<file path="src/rtl/cism_defines.vh">
/*
  Constants for the processor interrupt source map: private line indices,
  shared line indices, message translation offset and debug state codes.
  Assumes it is included by bare name from the design files of this block.
*/
`ifndef CISM_DEFINES_VH
`define CISM_DEFINES_VH

// Widths of the line vectors
`define CISM_NUM_CORES 2
`define CISM_PRIV_W 16
`define CISM_SOFT_W 16
`define CISM_SHARED_W 156

// Private line indices, per core
`define CISM_PRIV_NS_TIMER 4'he
`define CISM_PRIV_S_TIMER 4'hd
`define CISM_PRIV_VIRT_TIMER 4'hb
`define CISM_PRIV_HYP_TIMER 4'ha
`define CISM_PRIV_VCPU_MAINT 4'h9
`define CISM_PRIV_PMU_OVF 4'h7

// Shared line indices
`define CISM_SH_EXT0 8'h00
`define CISM_SH_EXT1 8'h01
`define CISM_SH_RSVD_A 8'h02
`define CISM_SH_CARD_WAKE 8'h03
`define CISM_SH_CARD 8'h04
`define CISM_SH_WATCHDOG 8'h05
`define CISM_SH_TIMER_LO 8'h06
`define CISM_SH_TIMER_HI 8'h08
`define CISM_SH_UART_LO 8'h09
`define CISM_SH_UART_HI 8'h0a
`define CISM_SH_TWO_WIRE 8'h0b
`define CISM_SH_TWO_WIRE2 8'h0c
`define CISM_SH_SER_MASTER 8'h0d
`define CISM_SH_AUX_LOCK 8'h0e
`define CISM_SH_MBOX_LO 8'h0f
`define CISM_SH_MBOX_HI 8'h10
`define CISM_SH_SER_PIN_LO 8'h11
`define CISM_SH_SER_PIN_HI 8'h13
`define CISM_SH_PAR_GPIO 8'h14
`define CISM_SH_MGMT_LO 8'h15
`define CISM_SH_MGMT_HI 8'h18
`define CISM_SH_FRAME_DMA 8'h19
`define CISM_SH_ANALYZER 8'h1a
`define CISM_SH_TS_READY 8'h1b
`define CISM_SH_TIME_SYNC 8'h1c
`define CISM_SH_MEM_INTEG 8'h1d
`define CISM_SH_XTR_READY 8'h1e
`define CISM_SH_INJ_READY 8'h1f
`define CISM_SH_PCIE 8'h20
`define CISM_SH_RSVD_B 8'h21
`define CISM_SH_EGR_ACL 8'h22
`define CISM_SH_REWRITER 8'h23
`define CISM_SH_MEM_CTRL 8'h24
`define CISM_SH_SOFT_LO 8'h25
`define CISM_SH_SOFT_HI 8'h2e
`define CISM_SH_FAST_SD_LO 8'h2f
`define CISM_SH_FAST_SD_HI 8'h42
`define CISM_SH_MID_SD_LO 8'h43
`define CISM_SH_MID_SD_HI 8'h4f
`define CISM_SH_PORT_LO 8'h50
`define CISM_SH_PORT_HI 8'h90
`define CISM_SH_CACHE_ECC 8'h91
`define CISM_SH_BUS_ERR 8'h92
`define CISM_SH_LEG_D 8'h93
`define CISM_SH_LEG_C 8'h94
`define CISM_SH_LEG_B 8'h95
`define CISM_SH_LEG_A 8'h96
`define CISM_SH_RC_SYS_ERR 8'h97
`define CISM_SH_RC_PME 8'h98
`define CISM_SH_RC_AER 8'h99
`define CISM_SH_RC_SII 8'h9a
`define CISM_SH_RC_WAKE 8'h9b

// Message translation register offset in the endpoint write window
`define CISM_MSG_XLATE_OFFSET 16'h0040

// Reset values
`define CISM_SHARED_RST 156'h0
`define CISM_PRIV_RST 32'h0
`define CISM_SOFT_RST 32'h0
`define CISM_MSG_ID_RST 16'h0000

// Debug port owner states, one-hot
`define CISM_DBG_IDLE 4'h1
`define CISM_DBG_JTAG 4'h2
`define CISM_DBG_CORE0 4'h4
`define CISM_DBG_CORE1 4'h8

`endif

</file>
<file path="src/rtl/cism_sync.v">
/*
  Two-stage synchroniser for a vector of level signals.
  Assumes its inputs come from outside the clock domain and change slowly
  enough that each bit is caught on its own; no bus coherence is offered.
*/
module cism_sync #(
  parameter WIDTH = 1
) (
  input wire clock,
  input wire nrst,
  input wire [WIDTH-1:0] async_in,
  output wire [WIDTH-1:0] sync_out
);

  reg [WIDTH-1:0] meta_r; // First stage, read only by the second stage
  reg [WIDTH-1:0] hold_r; // Second stage, safe to use

  // Two flip-flops in series per bit
  always @(posedge clock or negedge nrst) begin
    if (!nrst) begin
      meta_r <= {WIDTH{1'b0}};
      hold_r <= {WIDTH{1'b0}};
    end else begin
      meta_r <= async_in;
      hold_r <= meta_r;
    end
  end

  assign sync_out = hold_r;

endmodule // cism_sync

</file>
<file path="src/rtl/cism_top.v">
/*
  Interrupt source map for the dual-core processor: gathers per-core private
  sources, chip-wide shared sources, software-generated requests and
  endpoint message writes into the line vectors seen by the cores, and
  chooses the owner of the debug access port.
  Assumes private sources, software requests and message writes arrive on
  this clock; shared sources and the external debug request may not.
  Shared levels show on their line three edges after they change: two for
  the synchroniser, one for the output register. A shared pulse shorter
  than about one cycle may be lost.
  Private levels, software pulses and message pulses show one edge later.
  Software pulses are not held pending: a line stands only while its request is held.
  The debug port keeps its owner until that owner drops its request.
  A new owner is granted only after one idle cycle.
*/
// Overview of operation
// Accept software, private, shared and message interrupts
// Either core raises software interrupts, no source line
// Private timers at 14, 13, 11, 10
// Private maintenance at 9, monitor overflow at 7
// Shared 0,1 external pins; 2 reserved
// Card host wake on 3, normal on 4
// Watchdog on 5, timers on 6 to 8
// UARTs 9,10; two-wire 11,12; serial master 13
// Auxiliary lock 14, mailbox software 15,16
// Serial pin 17 to 19, parallel GPIO 20
// Management controllers 0 to 3 on 21 to 24
// Frame DMA 25, analyzer 26, timestamp 27, sync 28
// Integrity 29, extraction 30, injection 31
// PCIe 32, egress ACL 34, rewriter 35, memory 36
// Soft 46:37, serdes 66:47, 79:67, ports 144:80
// Cache ECC fatal 145, bus error 146
// Legacy D,C,B,A on 147 to 150
// Root complex errors and wake on 151 to 155
// Translation register write becomes processor interrupt
// JTAG and self-hosted debug share one port
// Unassigned shared lines stay inactive
`include "cism_defines.vh"

module cism_top (
  input wire clock,
  input wire nrst,
  // Per-core private sources, bit n belongs to core n
  input wire [1:0] ns_timer_irq,
  input wire [1:0] s_timer_irq,
  input wire [1:0] virt_timer_irq,
  input wire [1:0] hyp_timer_irq,
  input wire [1:0] vcpu_maint_irq,
  input wire [1:0] pmu_overflow_irq,
  // Software-generated requests, one per issuing core
  input wire [1:0] soft_req,
  input wire [3:0] soft_id_c0,
  input wire [1:0] soft_target_c0,
  input wire [3:0] soft_id_c1,
  input wire [1:0] soft_target_c1,
  // Shared sources from across the chip
  input wire external_pin_irq_0,
  input wire external_pin_irq_1,
  input wire card_host_wake_irq,
  input wire card_host_irq,
  input wire watchdog_irq,
  input wire [2:0] gen_timer_irq,
  input wire [1:0] uart_irq,
  input wire two_wire_irq,
  input wire two_wire_second_irq,
  input wire serial_master_irq,
  input wire aux_processor_lock_irq,
  input wire mailbox_soft_irq_0,
  input wire mailbox_soft_irq_1,
  input wire [2:0] serial_pin_irq,
  input wire parallel_gpio_irq,
  input wire [3:0] mgmt_serial_irq,
  input wire frame_dma_irq,
  input wire analyzer_irq,
  input wire timestamp_ready_irq,
  input wire time_sync_irq,
  input wire memory_integrity_irq,
  input wire extraction_ready_irq,
  input wire injection_ready_irq,
  input wire pcie_irq,
  input wire egress_acl_irq,
  input wire rewriter_irq,
  input wire mem_ctrl_irq,
  input wire [9:0] shared_soft_irqs,
  input wire [19:0] fast_serdes_irqs,
  input wire [12:0] mid_serdes_irqs,
  input wire [64:0] port_module_irqs,
  input wire cache_ecc_fatal_irq,
  input wire bus_external_error_irq,
  input wire [3:0] pcie_legacy_irq,
  input wire pcie_rc_sys_err_irq,
  input wire pcie_rc_pme_irq,
  input wire pcie_rc_aer_irq,
  input wire pcie_rc_sii_irq,
  input wire pcie_rc_wake_irq,
  // Endpoint write towards the message translation register
  input wire msg_wr_valid,
  input wire [15:0] msg_wr_addr,
  input wire [15:0] msg_wr_data,
  // Debug access requests
  input wire jtag_dbg_req,
  input wire [1:0] core_dbg_req,
  // Line vectors towards the cores
  output reg [31:0] private_core_irq,
  output reg [31:0] software_generated_irq,
  output reg [155:0] shared_irq,
  output reg message_based_irq_valid,
  output reg [15:0] message_based_irq_id,
  output reg msg_wr_miss,
  // Debug port owner
  output reg dbg_sel_jtag,
  output reg [1:0] dbg_sel_core
);

  reg [155:0] shared_raw; // Shared sources placed at their line index
  wire [155:0] shared_sync; // Shared sources after two flip-flops
  wire jtag_req_sync; // External debug request after two flip-flops
  wire [31:0] private_nxt; // Private vector for both cores
  wire [31:0] soft_nxt; // Software-generated pulses for both cores
  reg [3:0] dbg_state_r; // Debug owner state, one-hot
  reg [3:0] dbg_state_nxt; // Next debug owner state
  wire msg_hit; // Write lands on the translation register

  // Debug owner states, one-hot
  localparam [3:0] DBG_IDLE = `CISM_DBG_IDLE; // Port free
  localparam [3:0] DBG_JTAG = `CISM_DBG_JTAG; // Held by the external probe
  localparam [3:0] DBG_CORE0 = `CISM_DBG_CORE0; // Self-hosted session of core 0
  localparam [3:0] DBG_CORE1 = `CISM_DBG_CORE1; // Self-hosted session of core 1

  // Place each shared source on its line
  always @* begin
    shared_raw = `CISM_SHARED_RST;
    shared_raw[`CISM_SH_EXT0] = external_pin_irq_0;
    shared_raw[`CISM_SH_EXT1] = external_pin_irq_1;
    // Card host, watchdog and general timers
    shared_raw[`CISM_SH_CARD_WAKE] = card_host_wake_irq;
    shared_raw[`CISM_SH_CARD] = card_host_irq;
    shared_raw[`CISM_SH_WATCHDOG] = watchdog_irq;
    shared_raw[`CISM_SH_TIMER_HI:`CISM_SH_TIMER_LO] = gen_timer_irq;
    // Serial controllers, lock and mailbox lines
    shared_raw[`CISM_SH_UART_HI:`CISM_SH_UART_LO] = uart_irq;
    shared_raw[`CISM_SH_TWO_WIRE] = two_wire_irq;
    shared_raw[`CISM_SH_TWO_WIRE2] = two_wire_second_irq;
    shared_raw[`CISM_SH_SER_MASTER] = serial_master_irq;
    shared_raw[`CISM_SH_AUX_LOCK] = aux_processor_lock_irq;
    shared_raw[`CISM_SH_MBOX_LO] = mailbox_soft_irq_0;
    shared_raw[`CISM_SH_MBOX_HI] = mailbox_soft_irq_1;
    // Pin controllers and management buses
    shared_raw[`CISM_SH_SER_PIN_HI:`CISM_SH_SER_PIN_LO] = serial_pin_irq;
    shared_raw[`CISM_SH_PAR_GPIO] = parallel_gpio_irq;
    shared_raw[`CISM_SH_MGMT_HI:`CISM_SH_MGMT_LO] = mgmt_serial_irq;
    // Switch core sources
    shared_raw[`CISM_SH_FRAME_DMA] = frame_dma_irq;
    shared_raw[`CISM_SH_ANALYZER] = analyzer_irq;
    shared_raw[`CISM_SH_TS_READY] = timestamp_ready_irq;
    shared_raw[`CISM_SH_TIME_SYNC] = time_sync_irq;
    shared_raw[`CISM_SH_MEM_INTEG] = memory_integrity_irq;
    shared_raw[`CISM_SH_XTR_READY] = extraction_ready_irq;
    shared_raw[`CISM_SH_INJ_READY] = injection_ready_irq;
    shared_raw[`CISM_SH_PCIE] = pcie_irq;
    shared_raw[`CISM_SH_EGR_ACL] = egress_acl_irq;
    shared_raw[`CISM_SH_REWRITER] = rewriter_irq;
    shared_raw[`CISM_SH_MEM_CTRL] = mem_ctrl_irq;
    // Wide groups: shared software, serdes and port modules
    shared_raw[`CISM_SH_SOFT_HI:`CISM_SH_SOFT_LO] = shared_soft_irqs;
    shared_raw[`CISM_SH_FAST_SD_HI:`CISM_SH_FAST_SD_LO] = fast_serdes_irqs;
    shared_raw[`CISM_SH_MID_SD_HI:`CISM_SH_MID_SD_LO] = mid_serdes_irqs;
    shared_raw[`CISM_SH_PORT_HI:`CISM_SH_PORT_LO] = port_module_irqs;
    // Processor error lines
    shared_raw[`CISM_SH_CACHE_ECC] = cache_ecc_fatal_irq;
    shared_raw[`CISM_SH_BUS_ERR] = bus_external_error_irq;
    // Legacy lines run in reverse letter order, bit 0 is A
    shared_raw[`CISM_SH_LEG_D] = pcie_legacy_irq[3];
    shared_raw[`CISM_SH_LEG_C] = pcie_legacy_irq[2];
    shared_raw[`CISM_SH_LEG_B] = pcie_legacy_irq[1];
    shared_raw[`CISM_SH_LEG_A] = pcie_legacy_irq[0];
    // Root complex lines
    shared_raw[`CISM_SH_RC_SYS_ERR] = pcie_rc_sys_err_irq;
    shared_raw[`CISM_SH_RC_PME] = pcie_rc_pme_irq;
    shared_raw[`CISM_SH_RC_AER] = pcie_rc_aer_irq;
    shared_raw[`CISM_SH_RC_SII] = pcie_rc_sii_irq;
    shared_raw[`CISM_SH_RC_WAKE] = pcie_rc_wake_irq;
  end

  // Shared sources live in other domains, so bring them over first
  // Lines 2 and 33 enter as constant zero
  cism_sync #(
    .WIDTH(`CISM_SHARED_W)
  ) u_shared_sync (
    .clock(clock),
    .nrst(nrst),
    .async_in(shared_raw),
    .sync_out(shared_sync)
  );

  // External debug request arrives from the pins
  cism_sync #(
    .WIDTH(1)
  ) u_jtag_sync (
    .clock(clock),
    .nrst(nrst),
    .async_in(jtag_dbg_req),
    .sync_out(jtag_req_sync)
  );

  // Register the shared vector; unassigned lines are forced low again
  always @(posedge clock or negedge nrst) begin
    if (!nrst) begin
      // All lines quiet in reset
      shared_irq <= `CISM_SHARED_RST;
    end else begin
      shared_irq <= shared_sync;
      shared_irq[`CISM_SH_RSVD_A] <= 1'b0;
      shared_irq[`CISM_SH_RSVD_B] <= 1'b0;
    end
  end

  // Per-core private vector and software pulses, one slice per core
  genvar gc;
  generate
    for (gc = 0; gc < `CISM_NUM_CORES; gc = gc + 1) begin : g_core
      reg [15:0] core_priv; // Private lines of this core
      reg [15:0] core_soft; // Software pulses aimed at this core

      // Private lines for this core
      always @* begin
        core_priv = 16'h0000; // Unlisted private lines stay low
        core_priv[`CISM_PRIV_NS_TIMER] = ns_timer_irq[gc];
        core_priv[`CISM_PRIV_S_TIMER] = s_timer_irq[gc];
        core_priv[`CISM_PRIV_VIRT_TIMER] = virt_timer_irq[gc];
        core_priv[`CISM_PRIV_HYP_TIMER] = hyp_timer_irq[gc];
        core_priv[`CISM_PRIV_VCPU_MAINT] = vcpu_maint_irq[gc];
        core_priv[`CISM_PRIV_PMU_OVF] = pmu_overflow_irq[gc];
      end

      // Software pulses aimed at this core from either issuer
      always @* begin
        core_soft = 16'h0000; // No request, no pulse
        // Issuer core 0
        if (soft_req[0] && soft_target_c0[gc]) begin
          core_soft[soft_id_c0] = 1'b1;
        end
        // Issuer core 1, may hit the same line in the same cycle
        if (soft_req[1] && soft_target_c1[gc]) begin
          core_soft[soft_id_c1] = 1'b1;
        end
      end

      // Each core owns one slice, so every bit has a single driver
      assign private_nxt[gc*16 +: 16] = core_priv;
      assign soft_nxt[gc*16 +: 16] = core_soft;
    end
  endgenerate

  // Register private levels and software pulses
  always @(posedge clock or negedge nrst) begin
    if (!nrst) begin
      // Every line low in reset
      private_core_irq <= `CISM_PRIV_RST;
      software_generated_irq <= `CISM_SOFT_RST;
    end else begin
      // Levels and pulses show one edge after their sources
      private_core_irq <= private_nxt;
      software_generated_irq <= soft_nxt;
    end
  end

  // Only a write to the translation register raises a message interrupt
  assign msg_hit = msg_wr_addr == `CISM_MSG_XLATE_OFFSET;

  // Turn each write to the translation register into a one-cycle interrupt with its event id
  always @(posedge clock or negedge nrst) begin
    if (!nrst) begin
      // No pulse and no event id before the first write
      message_based_irq_valid <= 1'b0;
      message_based_irq_id <= `CISM_MSG_ID_RST;
      msg_wr_miss <= 1'b0;
    end else begin
      message_based_irq_valid <= msg_wr_valid && msg_hit;
      // A write to any other offset only raises the miss pulse
      msg_wr_miss <= msg_wr_valid && !msg_hit;
      // Event id is kept until the next accepted write
      if (msg_wr_valid && msg_hit) begin
        message_based_irq_id <= msg_wr_data;
      end
    end
  end

  // Debug port owner: JTAG wins over cores, core 0 over core 1
  always @* begin
    dbg_state_nxt = dbg_state_r;
    case (dbg_state_r)
      DBG_IDLE: begin
        // Grant only from idle, so no session is cut short
        if (jtag_req_sync) begin
          dbg_state_nxt = DBG_JTAG;
        end else if (core_dbg_req[0]) begin
          dbg_state_nxt = DBG_CORE0;
        end else if (core_dbg_req[1]) begin
          dbg_state_nxt = DBG_CORE1;
        end
      end
      DBG_JTAG: begin
        // Held until the external request drops
        if (!jtag_req_sync) begin
          dbg_state_nxt = DBG_IDLE;
        end
      end
      DBG_CORE0: begin
        // Self-hosted session ends when the core lets go
        if (!core_dbg_req[0]) begin
          dbg_state_nxt = DBG_IDLE;
        end
      end
      DBG_CORE1: begin
        // Same for core 1
        if (!core_dbg_req[1]) begin
          dbg_state_nxt = DBG_IDLE;
        end
      end
      default: begin
        // Recover from an illegal code
        dbg_state_nxt = DBG_IDLE;
      end
    endcase
  end

  // Debug state and port select outputs
  always @(posedge clock or negedge nrst) begin
    if (!nrst) begin
      // Port free, nothing selected
      dbg_state_r <= DBG_IDLE;
      dbg_sel_jtag <= 1'b0;
      dbg_sel_core <= 2'h0;
    end else begin
      dbg_state_r <= dbg_state_nxt;
      // Selects follow the next state so they line up with it
      dbg_sel_jtag <= dbg_state_nxt == DBG_JTAG;
      dbg_sel_core[0] <= dbg_state_nxt == DBG_CORE0;
      dbg_sel_core[1] <= dbg_state_nxt == DBG_CORE1;
    end
  end

endmodule // cism_top

</file>
<file path="config.mk">
export PLATFORM = sky130hd
export DESIGN_NAME = cism_top
export DESIGN_NICKNAME = d
export VERILOG_FILES = /design/src/rtl/cism_sync.v /design/src/rtl/cism_top.v
export VERILOG_INCLUDE_DIRS = /design/src /design/src/rtl
export SDC_FILE = /design/constraint.sdc
export NUM_CORES = 1
export LEC_CHECK = 0
export BUFFER_PORTS_ARGS = -buffer_cell sky130_fd_sc_hd__buf_2
export CORE_AREA = 4 4 248 177
export CTS_CLUSTER_SIZE = 30
export DETAILED_ROUTE_END_ITERATION = 12
export DIE_AREA = 0 0 252 181
export SYNTH_ARGS = -nofsm -noshare
export SYNTH_HDL_FRONTEND = slang
export SYNTH_SLANG_ARGS = --single-unit
</file>
<file path="constraint.sdc">
create_clock -name clock -period 1.8 [get_ports clock]
set_clock_uncertainty 0.2 [all_clocks]
set_input_delay 0.36 -clock clock [delete_from_list [all_inputs] [get_ports clock]]
set_output_delay 0.36 -clock clock [all_outputs]
set_load 0.005 [all_outputs]
</file>
==> impl_results.md, run 1 <==
* Status: finished clean
* Top-area cell type share of the netlist area at 0.927
* DRC viols at 0
* Total number of vias at 8060
* Unrepaired setup endpoints after global routing: no
* Post-synthesis sequential area ratio at 0.929
* FF-to-FF End: dbg_state_r[3]
* Design Area, Final at 21300 um^2
* First-pass GRT wire length at 52.3 mm
* Total global routing overflow at 0
* Leakage power at 10.4 nW
* RR Startpoint: dbg_state_r[0]
* Final critical-path required period at 1770 ps
* Routed len/inst at 16.9 um
* Worst VDD drop at 0.000779 V
* Register area at 13300 um^2
* Initial Util at 0.344
* FF-to-FF setup slack at 410 ps
* Most common cell in the netlist: dfrtp_1
* Pwr per Cell Area at 1170 nW/um^2
* Sink Count at 533
* Synth Register Bits at 533
* Number of global-route vias before repair at 9116
* TritonCTS clock tree: done
* DR pass1 iterations at 4
* Req. time, crit path at 2080 ps
* Crit path DAT at 2050 ps
* MaxCap Viol Count at 0
* Placer's final routability congestion estimate at 0.815
* Area grow syn2layout at 48.3%
* Hold Crit Endpoint: software_generated_irq[29]
* Max Clk Rate at 566 MHz
* Post-route ant nets at 0
* Routed wire length at 33.5 mm
* Clock Latency Late Sink at 560 ps
* Multi-input gate area at 927 um^2
* Min-delay src: soft_id_c0[2]
* Overall die height at 181 um
* Number of synthesized flops with an enable pin at 0
* Vias per cell at 4.06
* Syn_area_per_cell at 21.2 um^2
* Largest net degree at the start of global routing at 55
* Final setup violation count at 0
* # IOs at 459
* Leading area contributor after synthesis: dfrtp_1
* Startpoint types: primary input
* H-tree depth at 2
* Layout cell share with drive strength beyond 1 at 0.401
* Slew Viols, Final at 0
* Syn. warnings at 0
* Hold Path Stages at 3
* Power, Total at 24.9 mW
* WS Path Type: primary input to register
* Synth Instances at 677
* Unique masters post-synth at 28
* Syn Std Cell Area at 14400 um^2
* Setup TNS at 0 ps
* Initial antenna violation count at 1
* Total track usage at 0.147
* Total die area at 45600 um^2
* Fin. Hold Viols at 0
* Top FF cell, synth: dfrtp_1
* Num CTS Buffers at 49
* Hold Path Class: primary input to register
* Ratio of final minimum period to clock period at 0.982
* CP max FO at 8
* Reg clk slew, reported paths at 60 ps
* HPWL after DPL at 23.1 mm
* Asr flop ratio synth at 1.00
* Initial DRC Count at 379
* Core box area at 41800 um^2
* Cell row count at 63
* Post-synth top cells: 532 x dfrtp_1, 32 x o22ai_1, 22 x buf_4
* Area after DPL at 17500 um^2
* Filler instances at 3419
* Top cells by area, synth: dfrtp_1 93%, o22ai_1 1.4%, buf_4 1.2%, mux2_4 0.94%, mux2_2 0.55%
* NumNets Final at 1612
* Max clock buf depth at 3
* Worst R2R Path Depth at 4
* Clock root buffer: clkbuf_16
* Critical Path End Type: register
* PortBufs at 436
* Die W at 252 um
power by group:
part           internal [mW]  switching, mW  total [mW]
Clock                   6.20           4.45        10.6
Combinational          0.760          0.698        1.46
Sequential              12.6          0.195        12.8
cell type report:
type / count / share of cell area
Inverter: 3 / 0.000529
Clock buffer: 69 / 0.0654
Antenna cell: 1 / 0.000118
Timing Repair Buffer: 671 / 0.217
Multi-Input combinational cell: 136 / 0.0435
Sequential cell: 533 / 0.627
Clock inverter: 21 / 0.0147
Tap cell: 552 / 0.0324
state kept, by name, indices dropped and copies added (netlist names):
signal,flops
message_based_irq_id,16
u_shared_sync.meta_r,154
private_core_irq,12
u_jtag_sync.meta_r,1
shared_irq,154
msg_wr_miss,1
dbg_sel_core,2
dbg_state_r,4
u_shared_sync.sync_out,154
u_jtag_sync.sync_out,1
message_based_irq_valid,1
dbg_sel_jtag,1
software_generated_irq,32
how the worst max path moves through the flow:
stage	from	to	slack, ps	cells past startpoint
2_1_floorplan	msg_wr_addr[2]	message_based_irq_id[10]	-20	6
3_3_place_gp	msg_wr_addr[10]	message_based_irq_id[14]	-100	6
3_5_place_dp	msg_wr_addr[2]	message_based_irq_id[6]	-160	6
4_1_cts	shared_irq[108]	shared_irq[108]	70	1
5_1_grt	soft_id_c0[3]	software_generated_irq[0]	0.8	6
6_report	soft_id_c0[3]	software_generated_irq[0]	30	6
metrics by stage:
step / hold slack [ps] / worst slack [ps] / utilization / std cells
after floorplan: -136 / -19.3 / - / 698
after global placement: 71.0 / -101 / 0.419 / 1690
after detailed placement: 73.1 / -164 / 0.419 / 1690
after CTS: 2.02 / 67.4 / 0.509 / 1983
after global routing: 33.8 / 0.824 / 0.510 / 1986
final: 46.9 / 32.3 / 0.510 / 1986
layout by cell type, fill, tap and decap left out, types with 3 or more instances in the layout:
cell type / count
inv_1: 3
clkbuf_8: 9
nand2_1: 6
a21oi_1: 4
conb_1: 22
clkbuf_1: 11
clkinvlp_4: 4
nand3_1: 5
or2_2: 4
mux2_4: 9
nand2b_1: 8
bufinv_16: 5
dfrtp_1: 532
buf_4: 20
nand4_1: 5
o22ai_1: 32
clkinv_2: 4
nor2_1: 10
dlygate4sd3_1: 203
nand4b_1: 8
buf_2: 435
buf_12: 12
mux2_2: 7
clkbuf_16: 49
repair_timing:
action,in CTS,in global routing
buffers inserted,0,2
hold buffers,203,0
resized for setup,0,3
setup endpoints to repair,0,1
endpoints found under the hold margin,586,0
cell families (layout without fill, tap and decap cells):
group           Yosys count  count (layout)  share of synthesized area
simple gates             59              59                     0.0240
xor+xnor                  1               1                   0.000610
other cells               1              23                   0.000261
compound gates           38              38                     0.0163
mux                      16              16                     0.0149
buf+inv                  29             764                     0.0150
flops                   533             533                      0.929
critical path: stages:
cell and delay [ps]:
dlygate4sd3_1 540, buf_2 180, nor2_1 110, nand3_1 150
dlygate4sd3_1 610, o22ai_1 110
metal layers:
| layer | track usage | share of wire | vias to the layer above | routed length (um) |
|---|---|---|---|---|
| met5 | 0 | 0 | - | 0 |
| met4 | 0.0326 | 0.019 | 0 | 637 |
| met3 | 0.0475 | 0.083 | 56 | 2770 |
| met2 | 0.262 | 0.53 | 326 | 17600 |
| met1 | 0.174 | 0.37 | 4056 | 12500 |
| li1 | - | - | 3622 | - |
Power figures use the tool's default switching activity.
==> run 2: changes to the inputs <==
--- a/config.mk
+++ b/config.mk
@@ -6,11 +6,13 @@
 export SDC_FILE = /design/constraint.sdc
 export NUM_CORES = 1
 export LEC_CHECK = 0
+export ABC_AREA = 1
 export BUFFER_PORTS_ARGS = -buffer_cell sky130_fd_sc_hd__buf_2
-export CORE_AREA = 4 4 248 177
+export CORE_AREA = 4 4 249 178
+export CTS_BUF_LIST = sky130_fd_sc_hd__clkbuf_16
 export CTS_CLUSTER_SIZE = 30
 export DETAILED_ROUTE_END_ITERATION = 12
-export DIE_AREA = 0 0 252 181
+export DIE_AREA = 0 0 253 182
 export SYNTH_ARGS = -nofsm -noshare
 export SYNTH_HDL_FRONTEND = slang
 export SYNTH_SLANG_ARGS = --single-unit
==> impl_results.md, run 2 <==
* Status: finished clean
* Top-area cell type share of the netlist area at 0.913
* Post-synthesis sequential area ratio at 0.915
* Placer's final routability congestion estimate at 0.850
* Worst setup path start: msg_wr_valid
* Overall die height at 182 um
* H-tree depth at 2
* Crit path DAT at 2040 ps
* Leakage power at 10.5 nW
* Worst VDD drop at 0.000648 V
* WS Path Type: primary input to register
* Worst-Margin Slew at 636 ps
* Clock Latency Late Sink at 580 ps
* Relative slew slack at 0.574
* Asr flop ratio synth at 1.00
* Post-route ant nets at 0
* Filler instances at 3509
* Initial Util at 0.348
* Ratio of final minimum period to clock period at 0.968
* Hold Path Class: primary input to asynchronous set/reset pin
* Core box area at 41900 um^2
* Syn_area_per_cell at 18.7 um^2
* Max clock buf depth at 3
* Total die area at 46000 um^2
* Most common cell in the netlist: dfrtp_1
* Unrepaired setup endpoints after global routing: no
* Total track usage at 0.149
* HPWL after DPL at 23.4 mm
* TritonCTS clock tree: done
* Slew Viols, Final at 0
* Placed instance count at 1786
* Number of global-route vias before repair at 9518
* DR pass1 iterations at 5
* Final setup violation count at 0
* FF-to-FF setup slack at 450 ps
* Top cells by area, synth: dfrtp_1 91%, nand2_1 1.7%, nand3_1 1.2%, buf_4 1.1%, o21ai_0 0.82%
* DRC viols at 0
* Commonest non-fill, non-tap cell in the layout: dfrtp_1
* Reg clk slew, reported paths at 60 ps
* Syn. warnings at 0
* FF-to-FF End: dbg_state_r[3]
* MaxCap Viol Count at 0
* Design Area, Final at 21200 um^2
* Max Clk Rate at 574 MHz
* Largest net degree at the start of global routing at 88
* Final critical-path required period at 1740 ps
* Total number of vias at 8611
* Commonest cells after routing, fill and taps aside: 532 x dfrtp_1, 435 x buf_2, 196 x dlygate4sd3_1
* Post-layout util at 0.505
* Post-synth top cells: 532 x dfrtp_1, 65 x nand2_1, 36 x nand3_1
* Routed len/inst at 16.6 um
* Synth Register Bits at 533
* # IOs at 459
* Layout cell share with drive strength beyond 1 at 0.363
* CP max FO at 18
* Worst R2R Path Depth at 3
* Area after DPL at 17600 um^2
* Initial DRC Count at 353
* NumNets Final at 1699
* Leading area contributor after synthesis: dfrtp_1
* Pwr per Cell Area at 1150 nW/um^2
* Top FF cell, synth: dfrtp_1
* Cell row count at 63
* Fin. Hold Viols at 0
* Synth Instances at 778
* Num CTS Buffers at 49
* Area grow syn2layout at 45.4%
* Clock root buffer: clkbuf_16
* Routed wire length at 34.4 mm
* Startpoint types: primary input
* Critical path endpoint: message_based_irq_id[6]
* Total global routing overflow at 0
* Critical Path End Type: register
* Sink Count at 533
* First-pass GRT wire length at 53.7 mm
* Layout Cells excl Fill at 2077
* RR Startpoint: dbg_state_r[2]
* Initial antenna violation count at 4
* Syn Std Cell Area at 14600 um^2
* PortBufs at 436
* Die W at 253 um
* Setup TNS at 0 ps
* Number of synthesized flops with an enable pin at 0
* Unique masters post-synth at 23
* Req. time, crit path at 2100 ps
* Vias per cell at 4.15
[run 2: cell types whose count changed after synthesis, sizes merged, moves of 8 or more]
cell,delta
nand2,+60
o21ai,+34
nand3,+31
o22ai,-28
inv,+22
mux2,-16
nor2,+14
nand4,+12
nand2b,-8
nand4b,-8
[run 2: how the worst min path moves through the flow]
| stage | slack [ps] | startpoint | end |
|---|---|---|---|
| 2_1_floorplan | -140 | nrst | dbg_sel_core[0] |
| 3_3_place_gp | 50 | nrst | u_shared_sync.meta_r[55] |
| 3_5_place_dp | 60 | nrst | u_shared_sync.meta_r[54] |
| 4_1_cts | 2 | soft_id_c0[2] | software_generated_irq[1] |
| 5_1_grt | 30 | soft_id_c0[3] | software_generated_irq[13] |
| 6_report | 50 | nrst | u_shared_sync.sync_out[88] |
[run 2: worst max-delay path, stage by stage]
cell           delay [ps]
dlygate4sd3_1         520
buf_2                 330
nand4_1               150
dlygate4sd3_1         590
nand2_1                80
[run 2: cells by family after synthesis]
logic type,synth area share
flops,0.915
buf+inv,0.0230
other cells,0.000257
simple gates,0.0471
compound gates,0.0144
[run 2: metal layers]
layer / routed length, um / vias to the layer above / share of wire / GRT usage
met5: 0 / - / 0 / 0
met3: 2680 / 67 / 0.078 / 0.0468
met4: 782 / 0 / 0.023 / 0.0419
met2: 17700 / 356 / 0.51 / 0.258
li1: - / 3852 / - / -
met1: 13200 / 4336 / 0.38 / 0.180
[run 2: through the flow]
step                power [mW]  hold slack, ps  setup WS (ps)
floorplan                 13.2            -136            376
CTS                       24.8            2.09           35.3
global placement          14.1            54.0            230
detailed placement        14.2            55.7            173
finish                    24.4            51.3           58.3
global route              25.5            29.3           39.4
[run 2: layout make-up]
cell class | instances | area [um^2] | share of cell area
clock buffer | 49 | 1230 | 0.0579
multi-input combinational | 210 | 982 | 0.0464
sequential | 533 | 13300 | 0.630
clock inverter | 42 | 380 | 0.0180
antenna | 4 | 10.0 | 0.000472
timing repair buffer | 662 | 4470 | 0.211
tap | 552 | 691 | 0.0326
inverter | 25 | 93.8 | 0.00443
[run 2: what timing repair did]
action,CTS,global route
buffers inserted,0,0
hold buffers,198,0
setup endpoints to repair,0,7
endpoints found under the hold margin,749,0
resized for setup,0,3
[run 2: report_power, final]
group          total (mW)  internal, mW  switching (mW)  leakage [nW]
Combinational        1.49         0.721           0.766          3.32
Sequential           12.8          12.6           0.185          6.33
Clock                10.2          5.64            4.52         0.821
Total                24.4          18.9            5.47          10.5
==> run 3: changes to the inputs <==
--- a/config.mk
+++ b/config.mk
@@ -8,11 +8,11 @@
 export LEC_CHECK = 0
 export ABC_AREA = 1
 export BUFFER_PORTS_ARGS = -buffer_cell sky130_fd_sc_hd__buf_2
-export CORE_AREA = 4 4 249 178
+export CORE_AREA = 2 2 247 176
 export CTS_BUF_LIST = sky130_fd_sc_hd__clkbuf_16
 export CTS_CLUSTER_SIZE = 30
 export DETAILED_ROUTE_END_ITERATION = 12
-export DIE_AREA = 0 0 253 182
+export DIE_AREA = 0 0 249 178
 export SYNTH_ARGS = -nofsm -noshare
 export SYNTH_HDL_FRONTEND = slang
 export SYNTH_SLANG_ARGS = --single-unit
==> impl_results.md, run 3 (synthesis gave the netlist of run 2 again) <==
* Max clock buf depth at 3
* Routed len/inst at 16.4 um
* Design Area, Final at 21200 um^2
* Sink Count at 533
* Initial antenna violation count at 1
* # IOs at 459
* Area after DPL at 17600 um^2
* Die W at 249 um
* NumNets Final at 1701
* HPWL after DPL at 22.8 mm
* Status: finished clean
* Relative slew slack at 0.577
* Ratio of final minimum period to clock period at 0.954
* Clock Latency Late Sink at 570 ps
* Setup TNS at 0 ps
* Post-route setup slack at 83.4 ps
* Hold Path Stages at 6
* Worst-Margin Slew at 632 ps
* Num CTS Buffers at 49
* Initial DRC Count at 434
* Total die area at 44300 um^2
* GR Util met2 at 0.264
* Commonest cells after routing, fill and taps aside: 532 x dfrtp_1, 435 x buf_2, 200 x dlygate4sd3_1
* Reg clk slew, reported paths at 60 ps
* Pwr per Cell Area at 1150 nW/um^2
* Unrepaired setup endpoints after global routing: no
* WS Path Type: primary input to register
* MaxCap Viol Count at 0
* Commonest non-fill, non-tap cell in the layout: dfrtp_1
* Final setup violation count at 0
* Pre-CTS WS at 165 ps
* FF-to-FF setup slack at 330 ps
* H-tree depth at 2
* CP max FO at 18
* Number of global-route vias before repair at 9395
* First-pass GRT wire length at 52.5 mm
* Cell row count at 63
* Grt peak-use layer: met2
* Largest net degree at the start of global routing at 75
* Slew Viols, Final at 0
* TritonCTS clock tree: done
* Post-route ant nets at 0
* Grt met1 use at 0.189
* Core box area at 41900 um^2
* Area grow syn2layout at 45.2%
* Hold Path Class: primary input to register
* DR pass1 iterations at 4
* Req. time, crit path at 2100 ps
* Total global routing overflow at 0
* Total track usage at 0.153
* Critical Path End Type: register
* PortBufs at 436
* Total number of vias at 8534
* Final critical-path required period at 1720 ps
* Leakage power at 10.4 nW
* Filler instances at 3467
* Worst VDD drop at 0.000667 V
* Placer's final routability congestion estimate at 0.857
* Layout cell share with drive strength beyond 1 at 0.363
* Vias per cell at 4.12
* Min Hold Slack at 35.5 ps
* Worst R2R Path Depth at 3
* Max Clk Rate at 583 MHz
* Initial Util at 0.348
* DRC viols at 0
* Met3 usage at 0.0455
* Startpoint types: primary input
* Routed wire length at 33.9 mm
* Overall die height at 178 um
* Fin. Hold Viols at 0
* Crit path DAT at 2010 ps
* Clock root buffer: clkbuf_16
[run 3: area by class of cell]
type	instances	area [um^2]	share of cell area
multi-input combinational	210	986	0.0466
clock inverter	38	328	0.0155
antenna	1	2.50	0.000118
inverter	25	93.8	0.00443
timing repair buffer	664	4500	0.213
tap	552	691	0.0326
sequential	533	13300	0.630
clock buffer	49	1230	0.0579
[run 3: what timing repair did]
action | 4_1_cts | 5_1_grt
endpoints found under the hold margin | 746 | 0
resized for setup | 0 | 4
hold buffers | 201 | 0
endpoints found under the setup margin | 0 | 4
setup buffers | 0 | 0
[run 3: critical path, stage by stage]
cell and delay [ps]:
dlygate4sd3_1 530, buf_2 320, nand4_1 140, dlygate4sd3_1 580
nand2_1 80
[run 3: per-layer routing]
layer	vias to the layer above	wire length, um
met1	4309	13300
met5	-	0
met3	50	2430
met2	324	17400
li1	3851	-
met4	0	687
[run 3: power breakdown]
part	internal (mW)	switching, mW	leakage (nW)
Combinational	0.725	0.753	3.33
Clock	5.58	4.41	0.792
Sequential	12.6	0.190	6.33
[run 3: per-stage QoR]
stage          power, mW  std cells  utilization
4_1_cts             24.6       2072        0.506
2_1_floorplan       13.2        799            -
3_5_place_dp        14.2       1784        0.421
3_3_place_gp        14.1       1784        0.421
6_report            24.2       2072        0.506
5_1_grt             25.4       2072        0.506
[run 3: worst paths after layout]
path	start	endpoint
max reg2reg	dbg_state_r[2]	dbg_state_r[2]
min in group asynchronous	nrst	u_shared_sync.meta_r[154]
max	msg_wr_valid	message_based_irq_id[11]
min reg2reg	u_shared_sync.sync_out[108]	shared_irq[108]
min	msg_wr_addr[8]	message_based_irq_id[14]
max in group asynchronous	nrst	shared_irq[23]
